$ cat src/verilog/pamx_defines.svh
// constants for the port a pin multiplexer: offsets, fields, resets, timing
`ifndef PAMX_DEFINES_SVH
`define PAMX_DEFINES_SVH

// register indices; byte address is four times the index
`define PAMX_DIR_INDEX 20'hee009
`define PAMX_DATA_INDEX 20'hfffd9

// reset values
`define PAMX_DIR_RESET_PLAIN 8'h00
`define PAMX_DIR_RESET_ADDR 8'h80
`define PAMX_DATA_RESET 8'h00
`define PAMX_DIR_READBACK 8'hff

// field positions
`define PAMX_ADDR20_PIN 7
`define PAMX_CTRL_CAPTURE_BIT 2

// operating modes
`define PAMX_MODE_3 3'h3
`define PAMX_MODE_4 3'h4
`define PAMX_MODE_5 3'h5

// cycles after reset release before the mode strap is trusted
`define PAMX_INIT_CYCLES 2'h3

`endif

$ cat src/verilog/pamx_pkg.sv
// types shared by the port a pin multiplexer
`default_nettype none
package pamx_pkg;

   // timer channel 2 controls and compare outputs
   typedef struct packed {
      logic cmp_b;
      logic cmp_a;
      logic [2:0] io_ctrl_b;
      logic [2:0] io_ctrl_a;
      logic pwm_select;
   } pamx_timer2_t;

   // pattern controller enables and data
   typedef struct packed {
      logic [7:0] enable;
      logic [7:0] data;
   } pamx_pattern_t;

   // bus release control enables (bit0 = a20) and address bits 23..20
   typedef struct packed {
      logic [3:0] enable;
      logic [3:0] bits;
   } pamx_addr_t;

endpackage
`default_nettype wire

$ cat src/verilog/pamx_port.sv
// port a pin multiplexer with avalon-mm register slave
//
// The Avalon-MM interface to the registers is this design's own decision.
`timescale 1ns/10ps
`default_nettype none
`include "pamx_defines.svh"

module pamx_port
#(
   parameter int ADDR_WIDTH = 22
)
(
   input wire logic i_clock,
   input wire logic i_resetn,
   input wire logic [ADDR_WIDTH-1:0] i_avs_address,
   input wire logic i_avs_read,
   input wire logic i_avs_write,
   input wire logic [31:0] i_avs_writedata,
   input wire logic [3:0] i_avs_byteenable,
   output logic [31:0] o_avs_readdata,
   output logic o_avs_waitrequest,
   input wire logic [2:0] i_mode,
   input wire logic i_hw_standby_n,
   input wire logic i_sw_standby,
   input wire pamx_pkg::pamx_timer2_t i_timer2,
   input wire pamx_pkg::pamx_pattern_t i_pattern,
   input wire pamx_pkg::pamx_addr_t i_addr_hi,
   input wire logic [7:0] i_pin,
   output logic [7:0] o_pin,
   output logic [7:0] o_pin_oe,
   output logic [7:0] o_pin_level,
   output logic [1:0] o_capture_en
);

   // the index needs twenty bits above the two byte bits
   if (ADDR_WIDTH < 22)
   begin : g_check
      $error("pamx_port: ADDR_WIDTH must be at least 22");
   end

   // timer channel 2 compare b: codes 001 and 01x give setting 1
   function automatic logic timer_b_out(input logic [2:0] code);
      timer_b_out = !code[2] && (code[1] || code[0]);
   endfunction

   // compare a adds pwm mode as a reason for setting 1
   function automatic logic timer_a_out(input logic [2:0] code,
                                        input logic pwm);
      timer_a_out = pwm || timer_b_out(code);
   endfunction

   // modes 3 and 4 pin 7 is the a20 address line for good
   function automatic logic addr_fixed_mode(input logic [2:0] m);
      addr_fixed_mode = (m == `PAMX_MODE_3) || (m == `PAMX_MODE_4);
   endfunction

   logic [7:0] pin_meta;
   logic [7:0] pin_sync;
   logic [2:0] mode_meta;
   logic [2:0] mode_sync;
   logic hwsb_meta;
   logic hwsb_sync_n;
   logic [1:0] init_cnt;
   logic init_busy;
   logic hw_clear;
   logic mode34;
   logic mode_ext;
   logic [7:0] port_direction;
   logic [7:0] port_output_data;
   logic [19:0] reg_index;
   logic dir_hit;
   logic data_hit;
   logic req;
   logic take;
   logic [7:0] port_view;
   logic [7:0] next_pin;
   logic [7:0] next_oe;
   logic [1:0] next_capture_en;
   logic b_set1;
   logic a_set1;

   // pins and straps come from outside the clock domain
   always_ff @(posedge i_clock or negedge i_resetn)
   begin
      if (!i_resetn)
      begin
         pin_meta <= 8'h00;
         pin_sync <= 8'h00;
         mode_meta <= 3'h0;
         mode_sync <= 3'h0;
         hwsb_meta <= 1'h1;
         hwsb_sync_n <= 1'h1;
      end
      else
      begin
         pin_meta <= i_pin;
         pin_sync <= pin_meta;
         mode_meta <= i_mode;
         mode_sync <= mode_meta;
         hwsb_meta <= i_hw_standby_n;
         hwsb_sync_n <= hwsb_meta;
      end
   end

   // hold the init load until the mode strap has crossed the synchroniser
   always_ff @(posedge i_clock or negedge i_resetn)
   begin
      if (!i_resetn)
         init_cnt <= 2'h0;
      else if (!hwsb_sync_n)
         init_cnt <= 2'h0;
      else if (init_cnt != `PAMX_INIT_CYCLES)
         init_cnt <= init_cnt + 2'h1;
   end

   assign init_busy = (init_cnt != `PAMX_INIT_CYCLES);
   assign hw_clear = init_busy || !hwsb_sync_n;
   assign mode34 = addr_fixed_mode(mode_sync);
   assign mode_ext = mode34 || (mode_sync == `PAMX_MODE_5);

   // register decode; a request is taken when waitrequest is low
   assign reg_index = i_avs_address[21:2];
   assign dir_hit = (reg_index == `PAMX_DIR_INDEX);
   assign data_hit = (reg_index == `PAMX_DATA_INDEX);
   assign req = i_avs_read || i_avs_write;
   assign take = req && !o_avs_waitrequest;

   // one wait cycle per access, then a single low cycle
   always_ff @(posedge i_clock or negedge i_resetn)
   begin
      if (!i_resetn)
         o_avs_waitrequest <= 1'h1;
      else
         o_avs_waitrequest <= !(req && o_avs_waitrequest);
   end

   // direction: mode dependent load, writes blocked in software standby
   always_ff @(posedge i_clock or negedge i_resetn)
   begin
      if (!i_resetn)
         port_direction <= `PAMX_DIR_RESET_PLAIN;
      else if (hw_clear)
         port_direction <= mode34 ? `PAMX_DIR_RESET_ADDR
                                  : `PAMX_DIR_RESET_PLAIN;
      else if (take && i_avs_write && dir_hit && i_avs_byteenable[0]
               && !i_sw_standby)
      begin
         port_direction <= i_avs_writedata[7:0];
         if (mode34)
            port_direction[`PAMX_ADDR20_PIN] <= 1'h1;
      end
   end

   // output data: cleared by hardware standby only
   always_ff @(posedge i_clock or negedge i_resetn)
   begin
      if (!i_resetn)
         port_output_data <= `PAMX_DATA_RESET;
      else if (hw_clear)
         port_output_data <= `PAMX_DATA_RESET;
      else if (take && i_avs_write && data_hit && i_avs_byteenable[0]
               && !i_sw_standby)
         port_output_data <= i_avs_writedata[7:0];
   end

   // data where driven, pin level where input
   assign port_view = (port_output_data & port_direction)
                    | (pin_sync & ~port_direction);

   // read data is ready in the cycle waitrequest drops
   always_ff @(posedge i_clock or negedge i_resetn)
   begin
      if (!i_resetn)
         o_avs_readdata <= 32'h00000000;
      else if (i_avs_read && o_avs_waitrequest)
      begin
         if (dir_hit)
            o_avs_readdata <= {24'h000000, `PAMX_DIR_READBACK};
         else if (data_hit)
            o_avs_readdata <= {24'h000000, port_view};
         else
            o_avs_readdata <= 32'h00000000;
      end
   end

   // timer channel 2 wins pins 7/6 only outside address use
   assign b_set1 = timer_b_out(i_timer2.io_ctrl_b);
   assign a_set1 = timer_a_out(i_timer2.io_ctrl_a,
                               i_timer2.pwm_select);

   // pins 5 to 0: address (5,4 only), else pattern or plain port
   for (genvar i = 0; i < 6; i++)
   begin : g_low
      logic addr_use;
      if (i >= 4)
      begin : g_addr
         assign addr_use = mode_ext && i_addr_hi.enable[7-i];
      end
      else
      begin : g_none
         assign addr_use = 1'b0;
      end
      assign next_oe[i] = addr_use || port_direction[i];
      assign next_pin[i] = addr_use ? i_addr_hi.bits[7-i]
                         : (i_pattern.enable[i] ? i_pattern.data[i]
                                                : port_output_data[i]);
   end

   // pin 7: a20, then compare b, then pattern or plain port
   always_comb
   begin
      if (mode34 || (mode_ext && i_addr_hi.enable[0]))
      begin
         next_oe[7] = 1'b1;
         next_pin[7] = i_addr_hi.bits[0];
      end
      else if (b_set1)
      begin
         next_oe[7] = 1'b1;
         next_pin[7] = i_timer2.cmp_b;
      end
      else
      begin
         next_oe[7] = port_direction[7];
         next_pin[7] = i_pattern.enable[7] ? i_pattern.data[7]
                                           : port_output_data[7];
      end
   end

   // pin 6: a21, then compare a, then pattern or plain port
   always_comb
   begin
      if (mode_ext && i_addr_hi.enable[1])
      begin
         next_oe[6] = 1'b1;
         next_pin[6] = i_addr_hi.bits[1];
      end
      else if (a_set1)
      begin
         next_oe[6] = 1'b1;
         next_pin[6] = i_timer2.cmp_a;
      end
      else
      begin
         next_oe[6] = port_direction[6];
         next_pin[6] = i_pattern.enable[6] ? i_pattern.data[6]
                                           : port_output_data[6];
      end
   end

   // capture inputs need the pin free of address duty
   always_comb
   begin
      next_capture_en[1] = !mode34 && !(mode_ext && i_addr_hi.enable[0])
                         && i_timer2.io_ctrl_b[`PAMX_CTRL_CAPTURE_BIT]
                         && !i_timer2.pwm_select;
      next_capture_en[0] = !(mode_ext && i_addr_hi.enable[1])
                         && i_timer2.io_ctrl_a[`PAMX_CTRL_CAPTURE_BIT];
   end

   // pin outputs registered; costs one cycle but gives clean pads
   always_ff @(posedge i_clock or negedge i_resetn)
   begin
      if (!i_resetn)
      begin
         o_pin <= 8'h00;
         o_pin_oe <= 8'h00;
         o_capture_en <= 2'h0;
         o_pin_level <= 8'h00;
      end
      else
      begin
         o_pin <= next_pin;
         o_pin_oe <= next_oe;
         o_capture_en <= next_capture_en;
         o_pin_level <= pin_sync;
      end
   end
endmodule
`default_nettype wire

$ cat config.mk
export PLATFORM = sky130hd
export DESIGN_NAME = pamx_port
export DESIGN_NICKNAME = d
export VERILOG_FILES = /design/src/verilog/pamx_pkg.sv /design/src/verilog/pamx_port.sv
export VERILOG_INCLUDE_DIRS = /design/src /design/src/verilog
export SDC_FILE = /design/constraint.sdc
export NUM_CORES = 1
export LEC_CHECK = 0
export ABC_CLOCK_PERIOD_IN_PS = 2500
export BUFFER_PORTS_ARGS = -buffer_cell sky130_fd_sc_hd__buf_4
export CORE_ASPECT_RATIO = 0.8
export CORE_MARGIN = 1.5
export CORE_UTILIZATION = 48
export CTS_CLUSTER_SIZE = 14
export DETAILED_ROUTE_END_ITERATION = 16
export PLACE_DENSITY = 0.93
export SETUP_SLACK_MARGIN = 0.15
export SYNTH_ARGS = -nofsm -noshare
export SYNTH_HDL_FRONTEND = slang
export SYNTH_SLANG_ARGS = --single-unit
$ cat constraint.sdc
create_clock -name i_clock -period 2.5 [get_ports i_clock]
set_input_delay 0.125 -clock i_clock [delete_from_list [all_inputs] [get_ports i_clock]]
set_output_delay 0.125 -clock i_clock [all_outputs]
set_load 0.02 [all_outputs]
# [Word-level counts from Yosys, hierarchy flattened]
# Cells that the tools add are included.
[op_classes] n_reduce_logical=42 eq_ne=7 bitwise_logic=4 n_mux=28 n_addsub=1
[op_table] op="8-bit 2-to-1 mux" n=6
[op_table] op="20-bit == test, second input constant" n=2
[op_table] op="32-bit 2-to-1 mux" n=1
[op_table] op="1-bit logical AND" n=20
[op_table] op="1-bit 2-to-1 mux" n=19
[op_table] op="8-bit bitwise AND" n=2
[op_table] op="1-bit logical NOT" n=10
[op_table] op="1-bit logical OR" n=10
[op_table] op="8-bit NOT" n=1
[op_table] op="8-bit bitwise OR" n=1
[op_table] op="3-bit == test, second input constant" n=2
[op_table] op="2-bit 2-to-1 mux" n=2
[op_table] op="2-bit nonzero test" n=2
[op_table] op="3-bit by 2-bit == test with 1-bit output, second input constant" n=1
[op_table] op="2-bit by 1-bit adder with 2-bit output, second input constant" n=1
[op_table] op="2-bit by 1-bit inequality test with 1-bit output, second input constant" n=1
[op_table] op="2-bit inequality test, second input constant" n=1
[word_totals] ff_bits=101

# [Longest topological paths before layout]
[logic_depth] word_depth=8 mapped_depth=6

# [Worst setup path before layout]
# No wires, ideal clock.
[synth_path] path_type="register to register" from="register o_avs_waitrequest" to="register port_output_data[4]" required_time_ns=2.364 arrival_time_ns=1.395 stages_incl_launch_ff=7 path_slack_ns=0.969 cell_sequence="dfstp_2 > and4bb_1 > and3_1 > buf_6 > buf_4 > nand3_1 > a21oi_1"
[synth_via] elab_chain_len=7
[synth_lines] element="start, declared" line="pamx_port.sv:21" source="output logic o_avs_waitrequest,"
[synth_lines] element="start signal, assigned" line="pamx_port.sv:134" source="o_avs_waitrequest <= !(req && o_avs_waitrequest);"
[synth_lines] element="1-bit logical NOT" line="pamx_port.sv:126" source="assign take = req && !o_avs_waitrequest;"
[synth_lines] element="1-bit logical AND" line="pamx_port.sv:126"
[synth_lines] element="1-bit logical AND (3 in a row)" line="pamx_port.sv:161" source="else if (take && i_avs_write && data_hit && i_avs_byteenable[0]"
[synth_lines] element="1-bit logical AND" line="pamx_port.sv:162" source="&& !i_sw_standby)"
[synth_lines] element="2-bit nonzero test (no line)"
[synth_lines] element="end signal, assigned" line="pamx_port.sv:158" source="port_output_data <= `PAMX_DATA_RESET;"
[synth_lines] element="end signal, assigned" line="pamx_port.sv:160" source="port_output_data <= `PAMX_DATA_RESET;"
[synth_lines] element="end signal, assigned" line="pamx_port.sv:163" source="port_output_data <= i_avs_writedata[7:0];"
[synth_lines] element="end, declared" line="pamx_port.sv:69" source="logic [7:0] port_output_data;"
# No other way between the ends.
# A chain may end at the register's enable or synchronous reset.

# [Final worst setup path]
[layout_path] from="register o_avs_waitrequest" to="register port_direction[4]"
[layout_via] elab_chain_len=7
[layout_lines] element="1-bit logical NOT" line="pamx_port.sv:126"
[layout_lines] element="1-bit logical AND" line="pamx_port.sv:126"
[layout_lines] element="1-bit logical AND (3 in a row)" line="pamx_port.sv:145" source="else if (take && i_avs_write && dir_hit && i_avs_byteenable[0]"
[layout_lines] element="1-bit logical AND" line="pamx_port.sv:146" source="&& !i_sw_standby)"
[layout_lines] element="2-bit nonzero test (no line)"
[layout_lines] element="end signal, assigned" line="pamx_port.sv:141" source="port_direction <= `PAMX_DIR_RESET_PLAIN;"
[layout_lines] element="end signal, assigned" line="pamx_port.sv:143" source="port_direction <= mode34 ? `PAMX_DIR_RESET_ADDR"
[layout_lines] element="end signal, assigned" line="pamx_port.sv:148" source="port_direction <= i_avs_writedata[7:0];"
[layout_lines] element="end, declared" line="pamx_port.sv:68" source="logic [7:0] port_direction;"
# No other way between the ends.

==> impl_metrics.ini <==
[yosys]
synth_top_area_share_pct = 59.2
dominantRegCellSynth = dfrtp_1
synthArstFlopShare_pct = 100
netlist_instances = 253
synth_most_common_cell = dfrtp_1
yosys_warnings = 0
synth_top_area_cell = dfrtp_1
yosysSeqAreaShare_pct = 61.7
netlist_top_cells_area = dfrtp_1, buf_4, mux2_2
syn-mean-instance-area_um2 = 12.4
synth.ff_latch_count = 77
post_synth_instance_area_um2 = 3130
netlist_top_cells_count = dfrtp_1, buf_4, a21oi_1, nand3_1, mux2_2
netlist_cell_types = 41
synth-edff-count = 0

[critical_path]
timing.setup.critical_path_class = reg -> reg
timing.critical_path.fanout_max = 16
critical-path-slowest-cell = and3_1
crit_family = simple AND/OR/NAND/NOR gates
worst_stage_delay_on_the_critical_path_ns = 0.62
path_buf_inv = 0
path_cells = and4bb_1 > and3_1 > nand3_1 > a21oi_1
timing.critical_path.from_type = register
crit_arrival_ns = 2.04
crit_path_end_kind = register
critical_path_required_ns = 2.75

[timing]
rsz0062_at_grt = false
maxSlewHeadroom_pct = 38.0
fin_hold_ws_ns = 0.0212
fin_worst_skew_ns = 0.00390
report.final.setup_viol = 0
finalSetupTns_ns = 0
finalCritPeriodShare_pct = 71.8
post-route-min-period_ns = 1.80
tightestPinTransition_ns = 0.929
timing.final.max_slew_violations = 0
achievable-frequency_ghz = 0.557
final-hold-violation-count = 0

[placement]
portBuffers = 113
detailedPlacementHpwl_mm = 5.04
routabilityCongestion = 0.767

[drt]
number_of_iterations_in_the_first_detailed_routing_pass = 4
drc = 0
drtAntennaViolNets = 0
wl_mm = 7.38
wire_per_inst_um = 15.5
num_vias = 2391
drtIter0Drc = 90
route.detailed.vias_per_inst = 5.01

[cts]
max-clock-path-buffers = 2
cts.clk_slew.worst_paths_ns = 0.08
cts_tree = yes
post_cts_repair_setup_buffers = 0
cts-hold-fix-buffers = 19
root_buffer = clkbuf_8
cts.sinks = 77
ctsHtreeMaxLevel = 3
cts_inserted_buffers = 9
cts-resized-gates = 0
insertion_delay_ns = 0.34

[pwr]
sequentialPowerShare_pct = 46.9
power.switching_uw = 699
power.ir.vdd_worst_v = 0.000447
power.share.switching_pct = 24.1
powerDensity_nw_per_um2 = 661
clock_power_share_pct = 37.9
power.internal_mw = 2.20
power.combinational.fraction_pct = 15.2
leakage_nw = 2.07

[floorplan]
die_y_um = 75.2
core-area_um2 = 6340
start_util_pct = 49.3
die_area_um2 = 7010
floorplan.die.width_um = 93.2
pin_count = 167
placementRows = 26

[layout]
final_nets = 498
area_delta_synth_final_pct = 40.1
antenna_cells = 0
drive_above_1_share_pct = 39.2

[hold_path]
hold_path_class = in -> reg

[global_route]
grt_antenna_before_repair = 0
first_pass_grt_wire_length_mm = 10.8
grt.total_usage_pct = 21.4
gr-total-overflow = 0
first_global_vias = 2332
grt_max_degree = 78

[run_status]
status = finished, final reports clean

[job]
max_cap_violations = 0
-- power groups by stage --
stage	Clock [mW]	Sequential, mW	Combinational, mW
2_1_floorplan	0	1.44	0.157
3_3_place_gp	0	1.38	0.399
3_5_place_dp	0	1.38	0.413
4_1_cts	1.12	1.36	0.439
5_1_grt	1.18	1.37	0.479
6_report	1.10	1.36	0.439
-- sequential cells by signal, summed over array words and instances, names as in the netlist --
name	flops
o_avs_readdata	8
o_pin_level	8
o_pin_oe	8
o_capture_en	2
hwsb_meta	1
mode_meta	3
o_pin	8
init_cnt	2
port_direction	8
port_output_data	8
pin_meta	8
mode_sync	3
hwsb_sync_n	1
pin_sync	8
o_avs_waitrequest	1
-- worst paths after layout --
path / from / end / slack [ns] / depth (start not counted)
setup reg to reg: o_avs_waitrequest / port_direction[4] / 0.70 / 4
setup / recovery: o_avs_waitrequest / port_direction[4] / 0.70 / 4
max in group asynchronous: i_resetn / o_avs_readdata[5] / 1.43 / 2
min in group asynchronous: i_resetn / o_pin[4] / 0.47 / 2
hold / removal: i_addr_hi[2] / o_pin[5] / 0.02 / 2
hold reg to reg: mode_meta[2] / mode_sync[2] / 0.35 / 0
-- cell type report --
class	count	area, um2
Clock inverter	6	111
Tap cell	84	105
Clock buffer	9	124
Timing Repair Buffer	135	1070
Fill cell	448	1960
Multi-Input combinational cell	166	1040
Sequential cell	77	1930
-- layer usage --
layer	vias up	part of all wire (%)	GRT usage, %
met5	-	0	0
met4	0	1.5	7.74
met3	14	7.4	7.88
met2	118	52	37.0
met1	1144	39	24.9
li1	1115	-	-
-- logic make-up (layout without fill, tap and decap cells) --
group	Yosys count	count (layout)	share of synthesized area (%)
simple gates	72	72	14.1
buf+inv	33	150	7.68
fa+ha+maj	1	1	0.400
flops	77	77	61.7
mux	22	22	7.84
compound gates	46	46	7.80
xor+xnor	1	1	0.280
other cells	1	24	0.120
-- per-stage QoR --
step           area, um2  instances  setup WS, ns  total power, mW  util (%)
2_1_floorplan       3210        276         0.969             1.59         -
3_3_place_gp        3930        441         0.837             1.78      62.0
3_5_place_dp        3930        441         0.746             1.80      62.0
4_1_cts             4360        475         0.725             2.92      68.7
5_1_grt             4380        477         0.626             3.02      69.0
6_report            4380        477         0.704             2.90      69.0
-- layout by cell type (no fill, tap or decap), types with 3 or more instances in the layout --
cell / count
conb_1: 24
o21ai_0: 4
dfstp_2: 3
dfrtp_1: 74
a21oi_1: 24
nor2_1: 12
nand3_1: 24
nand2_1: 7
o21ai_1: 15
and2_1: 4
dlygate4sd3_1: 21
bufinv_16: 3
mux2_2: 16
nand2b_1: 3
buf_4: 114
mux2_1: 4
clkbuf_8: 9
Power figures use the tool's default switching activity.
